`config.mk`:
```
export PLATFORM = sky130hd
export DESIGN_NAME = ibar_readback
export DESIGN_NICKNAME = d
export VERILOG_FILES = /design/src/design/ibar_pkg.sv /design/src/design/ibar_readback.sv /design/src/design/ibar_flags.sv
export SDC_FILE = /design/constraint.sdc
export NUM_CORES = 1
export LEC_CHECK = 0
export ABC_AREA = 1
export BUFFER_PORTS_ARGS = -buffer_cell sky130_fd_sc_hd__buf_2
export CORE_ASPECT_RATIO = 0.75
export CORE_MARGIN = 2
export CORE_UTILIZATION = 25
export CTS_BUF_LIST = sky130_fd_sc_hd__clkbuf_4 sky130_fd_sc_hd__clkbuf_8
export DETAILED_ROUTE_END_ITERATION = 12
export GPL_ROUTABILITY_DRIVEN = 0
export PLACE_DENSITY = 0.46
export SLEW_MARGIN = 5
export SYNTH_ARGS = -nofsm -noshare
export SYNTH_HDL_FRONTEND = slang
export SYNTH_SLANG_ARGS = --single-unit
export TNS_END_PERCENT = 100
```
`constraint.sdc`:
```
create_clock -name clk_i -period 1.3 [get_ports clk_i]
set_input_delay 0.26 -clock clk_i [delete_from_list [all_inputs] [get_ports clk_i]]
set_output_delay 0.26 -clock clk_i [all_outputs]
set_load 0.02 [all_outputs]
```
`src/design/ibar_pkg.sv`:
```
// Constants and carrier types for the infoframe bar and audio readback bank
package ibar_pkg;
    // Register indices; the byte address is four times the index
    localparam logic [7:0] IBAR_IDX_LOWER_LO = 8'h89;
    localparam logic [7:0] IBAR_IDX_LOWER_HI = 8'h8a;
    localparam logic [7:0] IBAR_IDX_LEFT_LO = 8'h8b;
    localparam logic [7:0] IBAR_IDX_LEFT_HI = 8'h8c;
    localparam logic [7:0] IBAR_IDX_RIGHT_LO = 8'h8d;
    localparam logic [7:0] IBAR_IDX_RIGHT_HI = 8'h8e;
    localparam logic [7:0] IBAR_IDX_FLAGS = 8'h8f;
    localparam logic [7:0] IBAR_IDX_AUD_VER = 8'h90;
    localparam logic [7:0] IBAR_IDX_AUD_FMT = 8'h91;
    localparam logic [7:0] IBAR_IDX_AUD_SR = 8'h92;

    // Field widths and positions
    localparam int IBAR_FLAG_N = 7;
    localparam int IBAR_FLAG_AVI = 0;
    localparam int IBAR_FLAG_AUD = 1;
    localparam int IBAR_FMT_CODE_LSB = 4;
    localparam int IBAR_FMT_CHAN_LSB = 0;
    localparam int IBAR_SR_CODE_LSB = 2;
    localparam int IBAR_MIN_ADR_W = 10;

    // Reset values
    localparam logic [15:0] IBAR_RST_BAR = 16'h0000;
    localparam logic [7:0] IBAR_RST_BYTE = 8'h00;
    localparam logic [3:0] IBAR_RST_CODE = 4'h0;
    localparam logic [2:0] IBAR_RST_CHAN = 3'h0;
    localparam logic [2:0] IBAR_RST_SR = 3'h0;
    localparam logic [6:0] IBAR_RST_FLAGS = 7'h00;

    // Decoded bar and pillar boundaries of the video infoframe
    typedef struct packed {
        logic [15:0] lower_bar_start;
        logic [15:0] left_bar_end;
        logic [15:0] right_bar_start;
    } ibar_avi_t;

    // Decoded fields of the audio infoframe
    typedef struct packed {
        logic [7:0] version;
        logic [3:0] audio_format_code;
        logic [2:0] audio_channel_number;
        logic [2:0] sample_rate_code;
    } ibar_aud_t;

    localparam ibar_avi_t IBAR_RST_AVI = '{IBAR_RST_BAR, IBAR_RST_BAR, IBAR_RST_BAR};
    localparam ibar_aud_t IBAR_RST_AUD = '{IBAR_RST_BYTE, IBAR_RST_CODE, IBAR_RST_CHAN,
                                           IBAR_RST_SR};
endpackage

```
`src/design/ibar_readback.sv`:
```
// Wishbone readback bank for infoframe bar boundaries, change flags and audio fields
//
// Summary of operation
// - The lower bar start line reads as a 16-bit value, low byte at 0x89, high at 0x8A.
// - A lower bar start beyond the active line count is flagged as no lower bar.
// - The left bar end pixel reads low at 0x8B, high at 0x8C; zero means no left bar.
// - The right bar start pixel reads as 16 bits, low byte at 0x8D, high at 0x8E.
// - A right bar start beyond the maximum pixel count is flagged as no right bar.
// - Index 0x8F returns a 7-bit copy of the packet change flags.
// - Reading any flag copy clears every flag not set again in that cycle, and all-zero means nothing changed.
// - Each flag sets on a change of its packet: AVI, audio, SPD, MPEG, ACP, ISRC1, ISRC2.
// - Index 0x91 bits 7:4 hold the audio coding type code.
// - Index 0x91 bits 2:0 hold the channel count code, value plus one channels.
// - Index 0x92 bits 4:2 hold the sampling frequency code.
`timescale 1ns/1ps
`default_nettype none
module ibar_readback
    import ibar_pkg::*;
#(
    parameter int ADR_W = 10
) (
    // Clock and reset
    input wire logic clk_i,
    input wire logic rst_i,
    // Wishbone classic slave
    input wire logic wb_cyc_i,
    input wire logic wb_stb_i,
    input wire logic wb_we_i,
    input wire logic [ADR_W-1:0] wb_adr_i,
    input wire logic [3:0] wb_sel_i,
    input wire logic [31:0] wb_dat_i,
    output logic [31:0] wb_dat_o,
    output logic wb_ack_o,
    // Receiver packet decoder
    input wire logic avi_valid_i,
    input wire ibar_avi_t avi_i,
    input wire logic aud_valid_i,
    input wire ibar_aud_t aud_i,
    input wire logic [IBAR_FLAG_N-1:0] packet_change_i,
    input wire logic flag_clr_i,
    // Video timing limits
    input wire logic [15:0] active_lines_i,
    input wire logic [15:0] max_pixels_i,
    // Status
    output logic [IBAR_FLAG_N-1:0] packet_change_flags_o,
    output logic flag_read_o,
    output logic no_lower_bar_o,
    output logic no_left_bar_o,
    output logic no_right_bar_o
);
    ibar_avi_t avi_q;
    ibar_aud_t aud_q;
    logic ack_q;
    logic [31:0] dat_q;
    logic no_lower_q;
    logic no_left_q;
    logic no_right_q;
    logic [IBAR_FLAG_N-1:0] flags;

    if (ADR_W < IBAR_MIN_ADR_W) begin : g_chk
        $error("ibar_readback address too narrow for its register map");
    end

    // Bus decode
    wire req = wb_cyc_i & wb_stb_i;
    wire take = req & ~ack_q;
    wire rd_take = take & ~wb_we_i;
    wire [7:0] idx = wb_adr_i[9:2];
    wire adr_clean = (wb_adr_i[1:0] == 2'h0) && ((wb_adr_i >> 10) == '0);
    wire hit_llo = adr_clean && (idx == IBAR_IDX_LOWER_LO);
    wire hit_lhi = adr_clean && (idx == IBAR_IDX_LOWER_HI);
    wire hit_plo = adr_clean && (idx == IBAR_IDX_LEFT_LO);
    wire hit_phi = adr_clean && (idx == IBAR_IDX_LEFT_HI);
    wire hit_rlo = adr_clean && (idx == IBAR_IDX_RIGHT_LO);
    wire hit_rhi = adr_clean && (idx == IBAR_IDX_RIGHT_HI);
    wire hit_flg = adr_clean && (idx == IBAR_IDX_FLAGS);
    wire hit_ver = adr_clean && (idx == IBAR_IDX_AUD_VER);
    wire hit_fmt = adr_clean && (idx == IBAR_IDX_AUD_FMT);
    wire hit_sr = adr_clean && (idx == IBAR_IDX_AUD_SR);

    // Field packing of the audio bytes
    wire [7:0] fmt_byte = {aud_q.audio_format_code, 1'b0, aud_q.audio_channel_number};
    wire [7:0] sr_byte = {3'h0, aud_q.sample_rate_code, 2'h0};

    // Read selection; unmapped indices read zero
    wire [7:0] rd_byte = ({8{hit_llo}} & avi_q.lower_bar_start[7:0])
                       | ({8{hit_lhi}} & avi_q.lower_bar_start[15:8])
                       | ({8{hit_plo}} & avi_q.left_bar_end[7:0])
                       | ({8{hit_phi}} & avi_q.left_bar_end[15:8])
                       | ({8{hit_rlo}} & avi_q.right_bar_start[7:0])
                       | ({8{hit_rhi}} & avi_q.right_bar_start[15:8])
                       | ({8{hit_flg}} & {1'b0, flags})
                       | ({8{hit_ver}} & aud_q.version)
                       | ({8{hit_fmt}} & fmt_byte)
                       | ({8{hit_sr}} & sr_byte);

    // Change detection from new packet content
    wire avi_chg = avi_valid_i && (avi_i != avi_q);
    wire aud_chg = aud_valid_i && (aud_i != aud_q);
    wire [IBAR_FLAG_N-1:0] flag_set = packet_change_i
                                    | ({{(IBAR_FLAG_N-1){1'b0}}, avi_chg} << IBAR_FLAG_AVI)
                                    | ({{(IBAR_FLAG_N-1){1'b0}}, aud_chg} << IBAR_FLAG_AUD);
    wire own_clr = rd_take & hit_flg;
    wire flag_clr = own_clr | flag_clr_i;

    // Sticky change flags shared by every copy
    ibar_flags #(
        .N(IBAR_FLAG_N)
    ) u_flags (
        .clk_i(clk_i),
        .rst_i(rst_i),
        .set_i(flag_set),
        .clr_i(flag_clr),
        .flags_o(flags)
    );

    // Wishbone answer: one cycle after the request, writes acknowledged and dropped
    always_ff @(posedge clk_i) begin
        if (rst_i) begin
            ack_q <= 1'b0;
            dat_q <= 32'h0000_0000;
        end else begin
            ack_q <= take;
            if (rd_take) begin
                dat_q <= {24'h00_0000, rd_byte};
            end
        end
    end

    // Receiver refresh; the bus never writes these
    always_ff @(posedge clk_i) begin
        if (rst_i) begin
            avi_q <= IBAR_RST_AVI;
            aud_q <= IBAR_RST_AUD;
        end else begin
            if (avi_valid_i) begin
                avi_q <= avi_i;
            end
            if (aud_valid_i) begin
                aud_q <= aud_i;
            end
        end
    end

    // Bar presence status from the held boundaries
    always_ff @(posedge clk_i) begin
        if (rst_i) begin
            no_lower_q <= 1'b0;
            no_left_q <= 1'b1;
            no_right_q <= 1'b0;
        end else begin
            no_lower_q <= avi_q.lower_bar_start > active_lines_i;
            no_left_q <= avi_q.left_bar_end == IBAR_RST_BAR;
            no_right_q <= avi_q.right_bar_start > max_pixels_i;
        end
    end

    // Output drive
    assign wb_ack_o = ack_q;
    assign wb_dat_o = dat_q;
    assign packet_change_flags_o = flags;
    assign flag_read_o = own_clr;
    assign no_lower_bar_o = no_lower_q;
    assign no_left_bar_o = no_left_q;
    assign no_right_bar_o = no_right_q;
endmodule
`default_nettype wire

```
`src/design/ibar_flags.sv`:
```
// Sticky packet change flags with a shared clear
`timescale 1ns/1ps
`default_nettype none
module ibar_flags
    import ibar_pkg::*;
#(
    parameter int N = IBAR_FLAG_N
) (
    // Clock and reset
    input wire logic clk_i,
    input wire logic rst_i,
    // Events and clear
    input wire logic [N-1:0] set_i,
    input wire logic clr_i,
    // Flag state
    output logic [N-1:0] flags_o
);
    logic [N-1:0] flag_q;

    if (N < 1) begin : g_chk
        $error("ibar_flags needs at least one flag");
    end

    // One sticky bit per packet type; a set in the clear cycle wins
    for (genvar i = 0; i < N; i++) begin : g_flag
        always_ff @(posedge clk_i) begin
            if (rst_i) begin
                flag_q[i] <= 1'b0;
            end else begin
                flag_q[i] <= set_i[i] | (flag_q[i] & ~clr_i);
            end
        end
    end

    assign flags_o = flag_q;
endmodule
`default_nettype wire

```
==> impl_metrics.toml, run 1 <==
[outcome]
status = "complete, but fails checks"
violations = "negative setup slack"

[route]
detail_route.drc_violations = 0
detailroute.via_count = 5782
initialDrtViolationCount = 319
ant_nets = 0
detailedRoute.firstPassIterationCount = 4
via_per_inst = 4.26
routed_wire_length_per_instance_um = 13.9
postRouteWirelength_mm = 18.9

[clock_tree]
tritoncts.num_buffers = 9
cts_h_tree_lvls = 3
path_clk_slew_ps = 90
tritoncts_clock_tree = "built"
postCtsHoldBufs = 0
worstSkewPairLatency_ps = 390
cts_buffer_depth = 2
numClockSinks = 85
clk_root_buffer_cell = "clkbuf_8"

[timing]
report.final.slew_viol_count = 0
rsz0062_at_grt = "true"
post-route-worst-setup-slack_ps = -198
finalHoldWorstSlack_ps = 85.7
max_clock_freq_ghz = 0.667
setup_total_negative_slack_ps = -335
finalHoldViolations = 0
period_needed_ps = 1500
layout_worst_path_cycle_share_pct = 115
final-setup-viol-count = 6
clock_skews_ps = 15.4

[synth]
seq_area_frac_synth_pct = 30.2
dominant_combinational_cell_family_by_area_after_synthesis = "simple AND/OR/NAND/NOR gates"
netlist_instances = 852
yosys.area_share.xor_xnor_pct = 7.94
post_synth.cell_area_avg_um2 = 6.61
synth-adder-area-share_pct = 7.11
synth_top_area_share_pct = 30.2
ys.warnings.count = 0
compound_cell_area_share_of_the_yosys_netlist_pct = 16.4
post_synth_and_or_nand_nor_area_fraction_pct = 23.7
netlist-cell-type-count = 33
top_post_synthesis_cells_by_area = "dfxtp_1, inv_1, nand2_1"
ys_seq_elements = 85
synth_area_leader_cell = "dfxtp_1"
mapped_cell_area_mm2 = 0.00563
synth.area.mux_share_pct = 0

[cells_and_area]
mostFrequentLayoutCells = "buf_2, inv_1, nand2_1"
stdcell_area_mm2 = 0.00774
most_common_library_cell_in_the_layout_ignoring_fill_and_taps = "buf_2"
post_route_cells_drive_above_1_share_pct = 33.1
syn_to_layout_area_delta_pct = 37.4
fin_nets = 1248

[pwr]
cellInternalPower_uw = 4450
power-per-cell-area_mw_per_mm2 = 862
switching_share_pct = 33.2
clock_power_share_pct = 30.1
sequential_cell_fraction_of_total_power_pct = 44.5
pwr-share-comb_pct = 25.4
total_switching_power_uw = 2210
leakagePower_uw = 0.00373
report.power.total_uw = 6670
ir_worst_vdd_v = 0.000414

[place]
detailed_place.area_mm2 = 0.00708
dp_hpwl_mm = 15.2
port-buffer-count = 142
dpl_worst_slack_ps = -374

[die]
floorplan.io_pins = 203
std_cell_rows = 47
initial_core_util_pct = 25.5
die_height_um = 134
core_area_mm2 = 0.0221
design.die.area_mm2 = 0.0237
fp.dieW_um = 177

[setup_path]
critical_path_class = "reg2out"
regToRegSetupSlack_ps = -100
end_kind = "primary output"
critPathRequiredTime_ps = 1040
cp_data_arrival_time_ps = 1240
reg2reg_from = "wb_ack_o"
number_of_cells_on_the_worst_reg_to_reg_path = 9
crit-reg2reg-capture = "wb_dat_o[0]"
cp-start-kind = "flip-flop"
critPathMaxFanout = 2

[global_routing]
grt_util_all_layers_pct = 16.0
grt_pass1_wl_mm = 29.1
grt_pass1_vias = 5388
grt_start_max_net_pins = 46
grt_overflow_total = 0
grt_antenna_before_repair = 4

[min_path]
hold_path_class = "in2reg"
worstHoldStart = "packet_change_i[6]"
timing.hold.worst_endpoint = "u_flags.flags_o[6]"
min_delay_path_depth = 2

[run]
max_cap_violations = 0
==> power by group through the flow <==
| stage | logic, µW | registers [µW] | clock network [µW] |
|---|---|---|---|
| after global placement | 1550 | 3000 | 0 |
| after CTS | 1600 | 2950 | 2080 |
| after floorplan | 917 | 3000 | 0 |
| after detailed placement | 1560 | 3000 | 0 |
| after global routing | 1910 | 2990 | 2190 |
| final | 1690 | 2970 | 2010 |
==> stage by stage <==
step / cells / util [%]
global placement: 1331 / 32.0
CTS: 1351 / 33.5
floorplan: 875 / -
global route: 1356 / 35.0
finish: 1357 / 35.0
detailed placement: 1331 / 32.0
==> sequential cells by signal (all words and copies together), names as in the netlist <==
| name | flops |
|---|---|
| aud_q | 18 |
| u_flags.flags_o | 7 |
| wb_ack_o | 1 |
| no_lower_bar_o | 1 |
| no_left_bar_o | 1 |
| wb_dat_o | 8 |
| avi_q | 48 |
| no_right_bar_o | 1 |
==> worst max path at each step <==
stage	slack (ps)	endpoint	start
floorplan	20	flag_read_o	wb_adr_i[1]
global placement	-420	wb_dat_o[0]	wb_adr_i[8]
detailed placement	-370	wb_dat_o[0]	wb_adr_i[8]
CTS	-210	flag_read_o	wb_ack_o
global route	-250	flag_read_o	wb_ack_o
finish	-200	flag_read_o	wb_ack_o
==> synthesized netlist by cell type, drive strengths merged <==
cell / n
nor2: 127
conb: 1
nor3: 15
o211ai: 3
a31oi: 1
o31ai: 2
dfxtp: 85
buf: 27
ha: 32
xnor2: 44
clkbuf: 21
xor2: 7
nand3b: 1
a211oi: 2
nand2: 132
o22ai: 8
nand3: 25
clkinv: 1
a21oi: 73
o21a: 1
o41ai: 1
o21ai: 86
nand4: 13
inv: 144
==> cells by family (layout without fill, tap and decap cells) <==
kind of cell	count (synthesis)	count (layout)
simple gates	313	313
xor+xnor	51	51
fa+ha+maj	32	32
flops	85	85
buf+inv	193	380
other cells	1	25
compound gates	177	177
==> final cells by class <==
class | instances | area (µm²)
Antenna cell | 1 | 2.50
Clock buffer | 9 | 124
Clock inverter | 7 | 71.3
Fill cell | 2483 | 14400
Inverter | 145 | 549
Multi-Input combinational cell | 597 | 3510
Sequential cell | 85 | 1750
Tap cell | 294 | 368
Timing Repair Buffer | 219 | 1360
==> per-layer routing <==
layer  global-route usage (%)  part of all wire [%]
met5                        0                 0.069
met1                     23.5                    51
met2                     23.6                    42
met3                     4.02                   5.8
met4                     3.14                  0.76
==> worst max-delay path, cell delays in order, from the launching register on <==
cell	delay [ps]
dfxtp_2	350
nor2_4	130
nand3_4	90
inv_4	70
nand2_4	50
inv_2	50
buf_6	100
==> timing repair <==
| action | in CTS | in global routing |
|---|---|---|
| pin swaps | 4 | 30 |
| setup buffers | 4 | 8 |
| gates resized for setup | 32 | 74 |
| setup endpoints to repair | 8 | 18 |
| cloned | 0 | 0 |
Note: power is estimated with default switching activity, not from simulation.
==> run 2, diff against run 1 <==
--- a/config.mk
+++ b/config.mk
@@ -14,6 +14,7 @@
 export DETAILED_ROUTE_END_ITERATION = 12
 export GPL_ROUTABILITY_DRIVEN = 0
 export PLACE_DENSITY = 0.46
+export SKIP_LAST_GASP = 1
 export SLEW_MARGIN = 5
 export SYNTH_ARGS = -nofsm -noshare
 export SYNTH_HDL_FRONTEND = slang
==> run 2 against run 1 <==
- the flow still finishes with violations (negative setup slack)
- first-iteration DRC count unchanged
- count of clock-buffer cells in the layout unchanged
- sequential power about the same
- cell area about the same
- critical path depth unchanged
- worst hold slack unchanged
- via count unchanged
- clock skew unchanged
- clock power about the same
- die area unchanged
- highest routed layer unchanged
- cell count unchanged
- critical endpoint unchanged
==> impl_metrics.toml, run 2 (synthesized netlist as in run 1, its figures left out) <==
[timing]
post-route-worst-setup-slack_ps = -198
clock_skews_ps = 15.4
final-setup-viol-count = 6
report.final.slew_viol_count = 0
finalHoldWorstSlack_ps = 85.7
finalHoldViolations = 0
rsz0062_at_grt = "true"
layout_worst_path_cycle_share_pct = 115
period_needed_ps = 1500
max_clock_freq_ghz = 0.667

[pwr]
clock_power_share_pct = 30.1
sequential_cell_fraction_of_total_power_pct = 44.5
leakagePower_uw = 0.00373
pwr-share-comb_pct = 25.4
total_switching_power_uw = 2210
report.power.total_uw = 6670
ir_worst_vdd_v = 0.000414
switching_share_pct = 33.2
cellInternalPower_uw = 4450
power-per-cell-area_mw_per_mm2 = 862

[min_path]
hold_path_class = "in2reg"
timing.hold.worst_endpoint = "u_flags.flags_o[6]"
min_delay_path_depth = 2
worstHoldStart = "packet_change_i[6]"

[setup_path]
reg2reg_from = "wb_ack_o"
timing.critical_path.slowest_cell_delay_ps = 350
worst-path-buf-inv = 3
critPathMaxFanout = 2
critPathRequiredTime_ps = 1040
regToRegSetupSlack_ps = -100
cp-start-kind = "flip-flop"
crit-reg2reg-capture = "wb_dat_o[0]"
number_of_cells_on_the_worst_reg_to_reg_path = 9
critical_path_class = "reg2out"
cp_cell_sequence = "nor2_4, nand3_4, inv_4, nand2_4, inv_2, buf_6"
slowest_stage = "dfxtp_2"
cpLargestDelayFamily = "flip-flops"
cp_data_arrival_time_ps = 1240
end_kind = "primary output"

[die]
core_area_mm2 = 0.0221
initial_core_util_pct = 25.5
fp.dieW_um = 177
design.die.area_mm2 = 0.0237
floorplan.io_pins = 203
die_height_um = 134
std_cell_rows = 47

[clock_tree]
path_clk_slew_ps = 90
tritoncts_clock_tree = "built"
cts_h_tree_lvls = 3
numClockSinks = 85
tritoncts.num_buffers = 9
cts_buffer_depth = 2
worstSkewPairLatency_ps = 390
clk_root_buffer_cell = "clkbuf_8"
postCtsHoldBufs = 0

[cells_and_area]
post_route_cells_drive_above_1_share_pct = 33.0
mostFrequentLayoutCells = "buf_2, inv_1, nand2_1"
syn_to_layout_area_delta_pct = 37.4
largest_register_ff_count = 48
register_name_with_the_most_flops = "avi_q"
fin_nets = 1248
instances_no_fill = 1357
most_common_library_cell_in_the_layout_ignoring_fill_and_taps = "buf_2"
stdcell_area_mm2 = 0.00773

[route]
via_per_inst = 4.26
routed_wire_length_per_instance_um = 13.9
postRouteWirelength_mm = 18.9
detailedRoute.firstPassIterationCount = 4
initialDrtViolationCount = 319
ant_nets = 0
detail_route.drc_violations = 0
detailroute.via_count = 5782

[global_routing]
grt_overflow_total = 0
grt_pass1_wl_mm = 29.1
grt_antenna_before_repair = 4
grt_util_all_layers_pct = 16.0
grt_pass1_vias = 5388
grt_start_max_net_pins = 46

[place]
dp_hpwl_mm = 15.2
detailed_place.area_mm2 = 0.00708
port-buffer-count = 142
placed_cells_incl_taps = 1331

[run]
max_cap_violations = 0

[outcome]
violations = "negative setup slack"
status = "complete, but fails checks"
run 2: cell count changes in the layout (fill, tap and decap cells not counted):
| cell | delta |
|---|---|
| dfxtp_1 | +1 |
| dfxtp_2 | -1 |
run 2: worst max-delay path by stage:
stage,from,endpoint,slack (ps),cells past startpoint
after floorplan,wb_adr_i[1],flag_read_o,20,5
after global placement,wb_adr_i[8],wb_dat_o[0],-420,12
after detailed placement,wb_adr_i[8],wb_dat_o[0],-370,12
after CTS,wb_ack_o,flag_read_o,-210,6
after global routing,wb_ack_o,flag_read_o,-250,6
final,wb_ack_o,flag_read_o,-200,6
run 2: worst register-to-register path, delay by kind of cell, from the launching register on:
family / cells / cell delay [ps]
and+or+nand+nor: 5 / 530
buffers and inverters: 4 / 450
DFF: 1 / 350
run 2: cell type report:
cell class              count  area (µm²)
clock inverters             7        71.3
diodes                      1        2.50
multi-input cells         597        3510
inverters                 145         549
fillers                  2484       14400
clock buffers               9         124
well taps                 294         368
flip-flops and latches     85        1750
repair buffers            219        1360
run 2: what timing repair did:
item	in CTS	in global routing
setup endpoints to repair	8	18
resized for setup	32	73
pin swaps	4	30
setup buffers	4	8
cloned	0	0
run 2: power groups by stage:
stage / clock network [µW] / logic (µW) / registers [µW]
2_1_floorplan: 0 / 917 / 3000
3_3_place_gp: 0 / 1550 / 3000
3_5_place_dp: 0 / 1560 / 3000
4_1_cts: 2080 / 1600 / 2950
5_1_grt: 2190 / 1910 / 2990
6_report: 2010 / 1690 / 2960
run 2: layer usage:
layer  GRT usage (%)  up-vias  wire, µm
met5               0        -        13
met1            23.5     2558      9690
li1                -     3076         -
met2            23.6      133      7930
met3            4.02       13      1090
met4            3.14        2       144
run 2: per-stage QoR:
| stage | util [%] | setup WS [ps] | setup TNS (ps) |
|---|---|---|---|
| floorplan | - | 20.1 | 0 |
| global placement | 32.0 | -425 | -4060 |
| detailed placement | 32.0 | -374 | -4090 |
| CTS | 33.5 | -208 | -208 |
| global route | 35.0 | -252 | -1030 |
| finish | 35.0 | -198 | -335 |
==> run 3, diff against run 2 <==
--- a/config.mk
+++ b/config.mk
@@ -13,7 +13,7 @@
 export CTS_BUF_LIST = sky130_fd_sc_hd__clkbuf_4 sky130_fd_sc_hd__clkbuf_8
 export DETAILED_ROUTE_END_ITERATION = 12
 export GPL_ROUTABILITY_DRIVEN = 0
-export PLACE_DENSITY = 0.46
+export PLACE_DENSITY = 0.58
 export SKIP_LAST_GASP = 1
 export SLEW_MARGIN = 5
 export SYNTH_ARGS = -nofsm -noshare
==> run 3 against run 2 <==
- the run still ends with negative setup slack left
- global-route usage is 0.42 points lower
- wire length down 1.9%
- count of clock-buffer cells in the layout is the same
- core utilization rose by 0.12 points
- total power rose by 2.2%
- flip-flop and latch count unchanged
- worst hold slack got worse by 3.2 ps
- sequential share of layout area decreased by 0.077 points
- critical path type unchanged
- critical endpoint unchanged
- highest routed layer unchanged
==> impl_metrics.toml, run 3 (synthesized netlist as in run 1, its figures left out) <==
[outcome]
status = "complete, but fails checks"
violations = "negative setup slack"

[min_path]
worstHoldStart = "packet_change_i[6]"
timing.hold.worst_endpoint = "u_flags.flags_o[6]"
min_delay_path_depth = 2
hold_path_class = "in2reg"

[run]
max_cap_violations = 0

[setup_path]
critPathRequiredTime_ps = 1040
cp_cell_sequence = "nor2_4, nand3_4, clkinv_4, nand2_4, inv_2, buf_6"
cpLargestDelayFamily = "flip-flops"
end_kind = "primary output"
cp_data_arrival_time_ps = 1220
worst-path-buf-inv = 3
cp-start-kind = "flip-flop"
timing.critical_path.slowest_cell_delay_ps = 340
reg2reg_from = "wb_ack_o"
critical_path_class = "reg2out"
critPathMaxFanout = 2
regToRegSetupSlack_ps = -80
crit-reg2reg-capture = "wb_dat_o[1]"
slowest_stage = "dfxtp_2"
number_of_cells_on_the_worst_reg_to_reg_path = 9

[cells_and_area]
register_name_with_the_most_flops = "avi_q"
syn_to_layout_area_delta_pct = 37.9
instances_no_fill = 1364
fin_nets = 1255
fin_util_pct = 35.1
mostFrequentLayoutCells = "buf_2, inv_1, nand2_1"
most_common_library_cell_in_the_layout_ignoring_fill_and_taps = "buf_2"
largest_register_ff_count = 48
post_route_cells_drive_above_1_share_pct = 32.6

[die]
die_height_um = 134
initial_core_util_pct = 25.5
core_area_mm2 = 0.0221
fp.dieW_um = 177
std_cell_rows = 47
design.die.area_mm2 = 0.0237
floorplan.io_pins = 203

[clock_tree]
cts_h_tree_lvls = 3
cts_buffer_depth = 2
worstSkewPairLatency_ps = 380
tritoncts.num_buffers = 9
tritoncts_clock_tree = "built"
path_clk_slew_ps = 90
numClockSinks = 85
clk_root_buffer_cell = "clkbuf_8"

[timing]
final-setup-viol-count = 3
rsz0062_at_grt = "true"
period_needed_ps = 1480
report.final.slew_viol_count = 0
max_clock_freq_ghz = 0.676
post-route-worst-setup-slack_ps = -179
clock_skews_ps = 15.0
finalHoldViolations = 0
layout_worst_path_cycle_share_pct = 114
setup_total_negative_slack_ps = -274

[route]
detailroute.via_count = 5944
ant_nets = 0
detailedRoute.firstPassIterationCount = 5
routed_wire_length_per_instance_um = 13.6
initialDrtViolationCount = 342
detail_route.drc_violations = 0
via_per_inst = 4.36
postRouteWirelength_mm = 18.5

[pwr]
report.power.total_uw = 6810
sequential_cell_fraction_of_total_power_pct = 43.4
total_switching_power_uw = 2170
cellInternalPower_uw = 4640
power-per-cell-area_mw_per_mm2 = 878
ir_worst_vdd_v = 0.000476
pwr-share-comb_pct = 24.7
clock_power_share_pct = 31.9
switching_share_pct = 31.9
leakagePower_uw = 0.00375

[place]
port-buffer-count = 142
dp_hpwl_mm = 14.9
placed_cells_incl_taps = 1341
dpl_worst_slack_ps = -341

[global_routing]
grt_util_all_layers_pct = 15.6
grt_pass1_vias = 5606
grt_antenna_before_repair = 5
grt_overflow_total = 0
grt_pass1_wl_mm = 28.6
grt_start_max_net_pins = 38
run 3: cell type report:
| cell class | count | area, µm² |
|---|---|---|
| antenna | 1 | 2.50 |
| clock buffer | 9 | 124 |
| clock inverter | 7 | 98.8 |
| fill | 2406 | 14400 |
| inverter | 145 | 549 |
| multi-input combinational | 597 | 3460 |
| sequential | 85 | 1750 |
| tap | 294 | 368 |
| timing repair buffer | 226 | 1400 |
run 3: power groups by stage:
stage	clock network, µW	registers (µW)	logic [µW]
final	2170	2950	1680
after global routing	2330	2980	1900
after CTS	2270	2940	1610
after detailed placement	0	3000	1580
after global placement	0	2990	1560
after floorplan	0	3000	917
run 3: worst max-delay path by stage:
stage / endpoint / cells past startpoint / slack, ps / startpoint
after global placement: wb_dat_o[4] / 13 / -350 / wb_adr_i[8]
final: flag_read_o / 6 / -180 / wb_ack_o
after floorplan: flag_read_o / 5 / 20 / wb_adr_i[1]
after detailed placement: wb_dat_o[4] / 13 / -340 / wb_adr_i[8]
after global routing: flag_read_o / 6 / -240 / wb_ack_o
after CTS: flag_read_o / 6 / -230 / wb_ack_o
run 3: layer usage:
layer  vias up  GRT usage [%]  wire length (µm)
met1      2682           20.6              8720
met4         6           3.92               240
met2       155           25.3              8230
li1       3080              -                 -
met5         -              0                37
met3        21           4.08              1280
run 3: metrics by stage:
stage | hold WS [ps] | cell area [µm²]
6_report | 82.5 | 7760
5_1_grt | 73.5 | 7760
4_1_cts | 57.3 | 7490
3_5_place_dp | 475 | 7160
3_3_place_gp | 469 | 7160
2_1_floorplan | 380 | 5720
run 3: timing repair:
item	in CTS	in global routing
pin swaps	8	34
hold buffers	0	0
setup endpoints to repair	13	15
resized for setup	24	74
buffers inserted	4	4
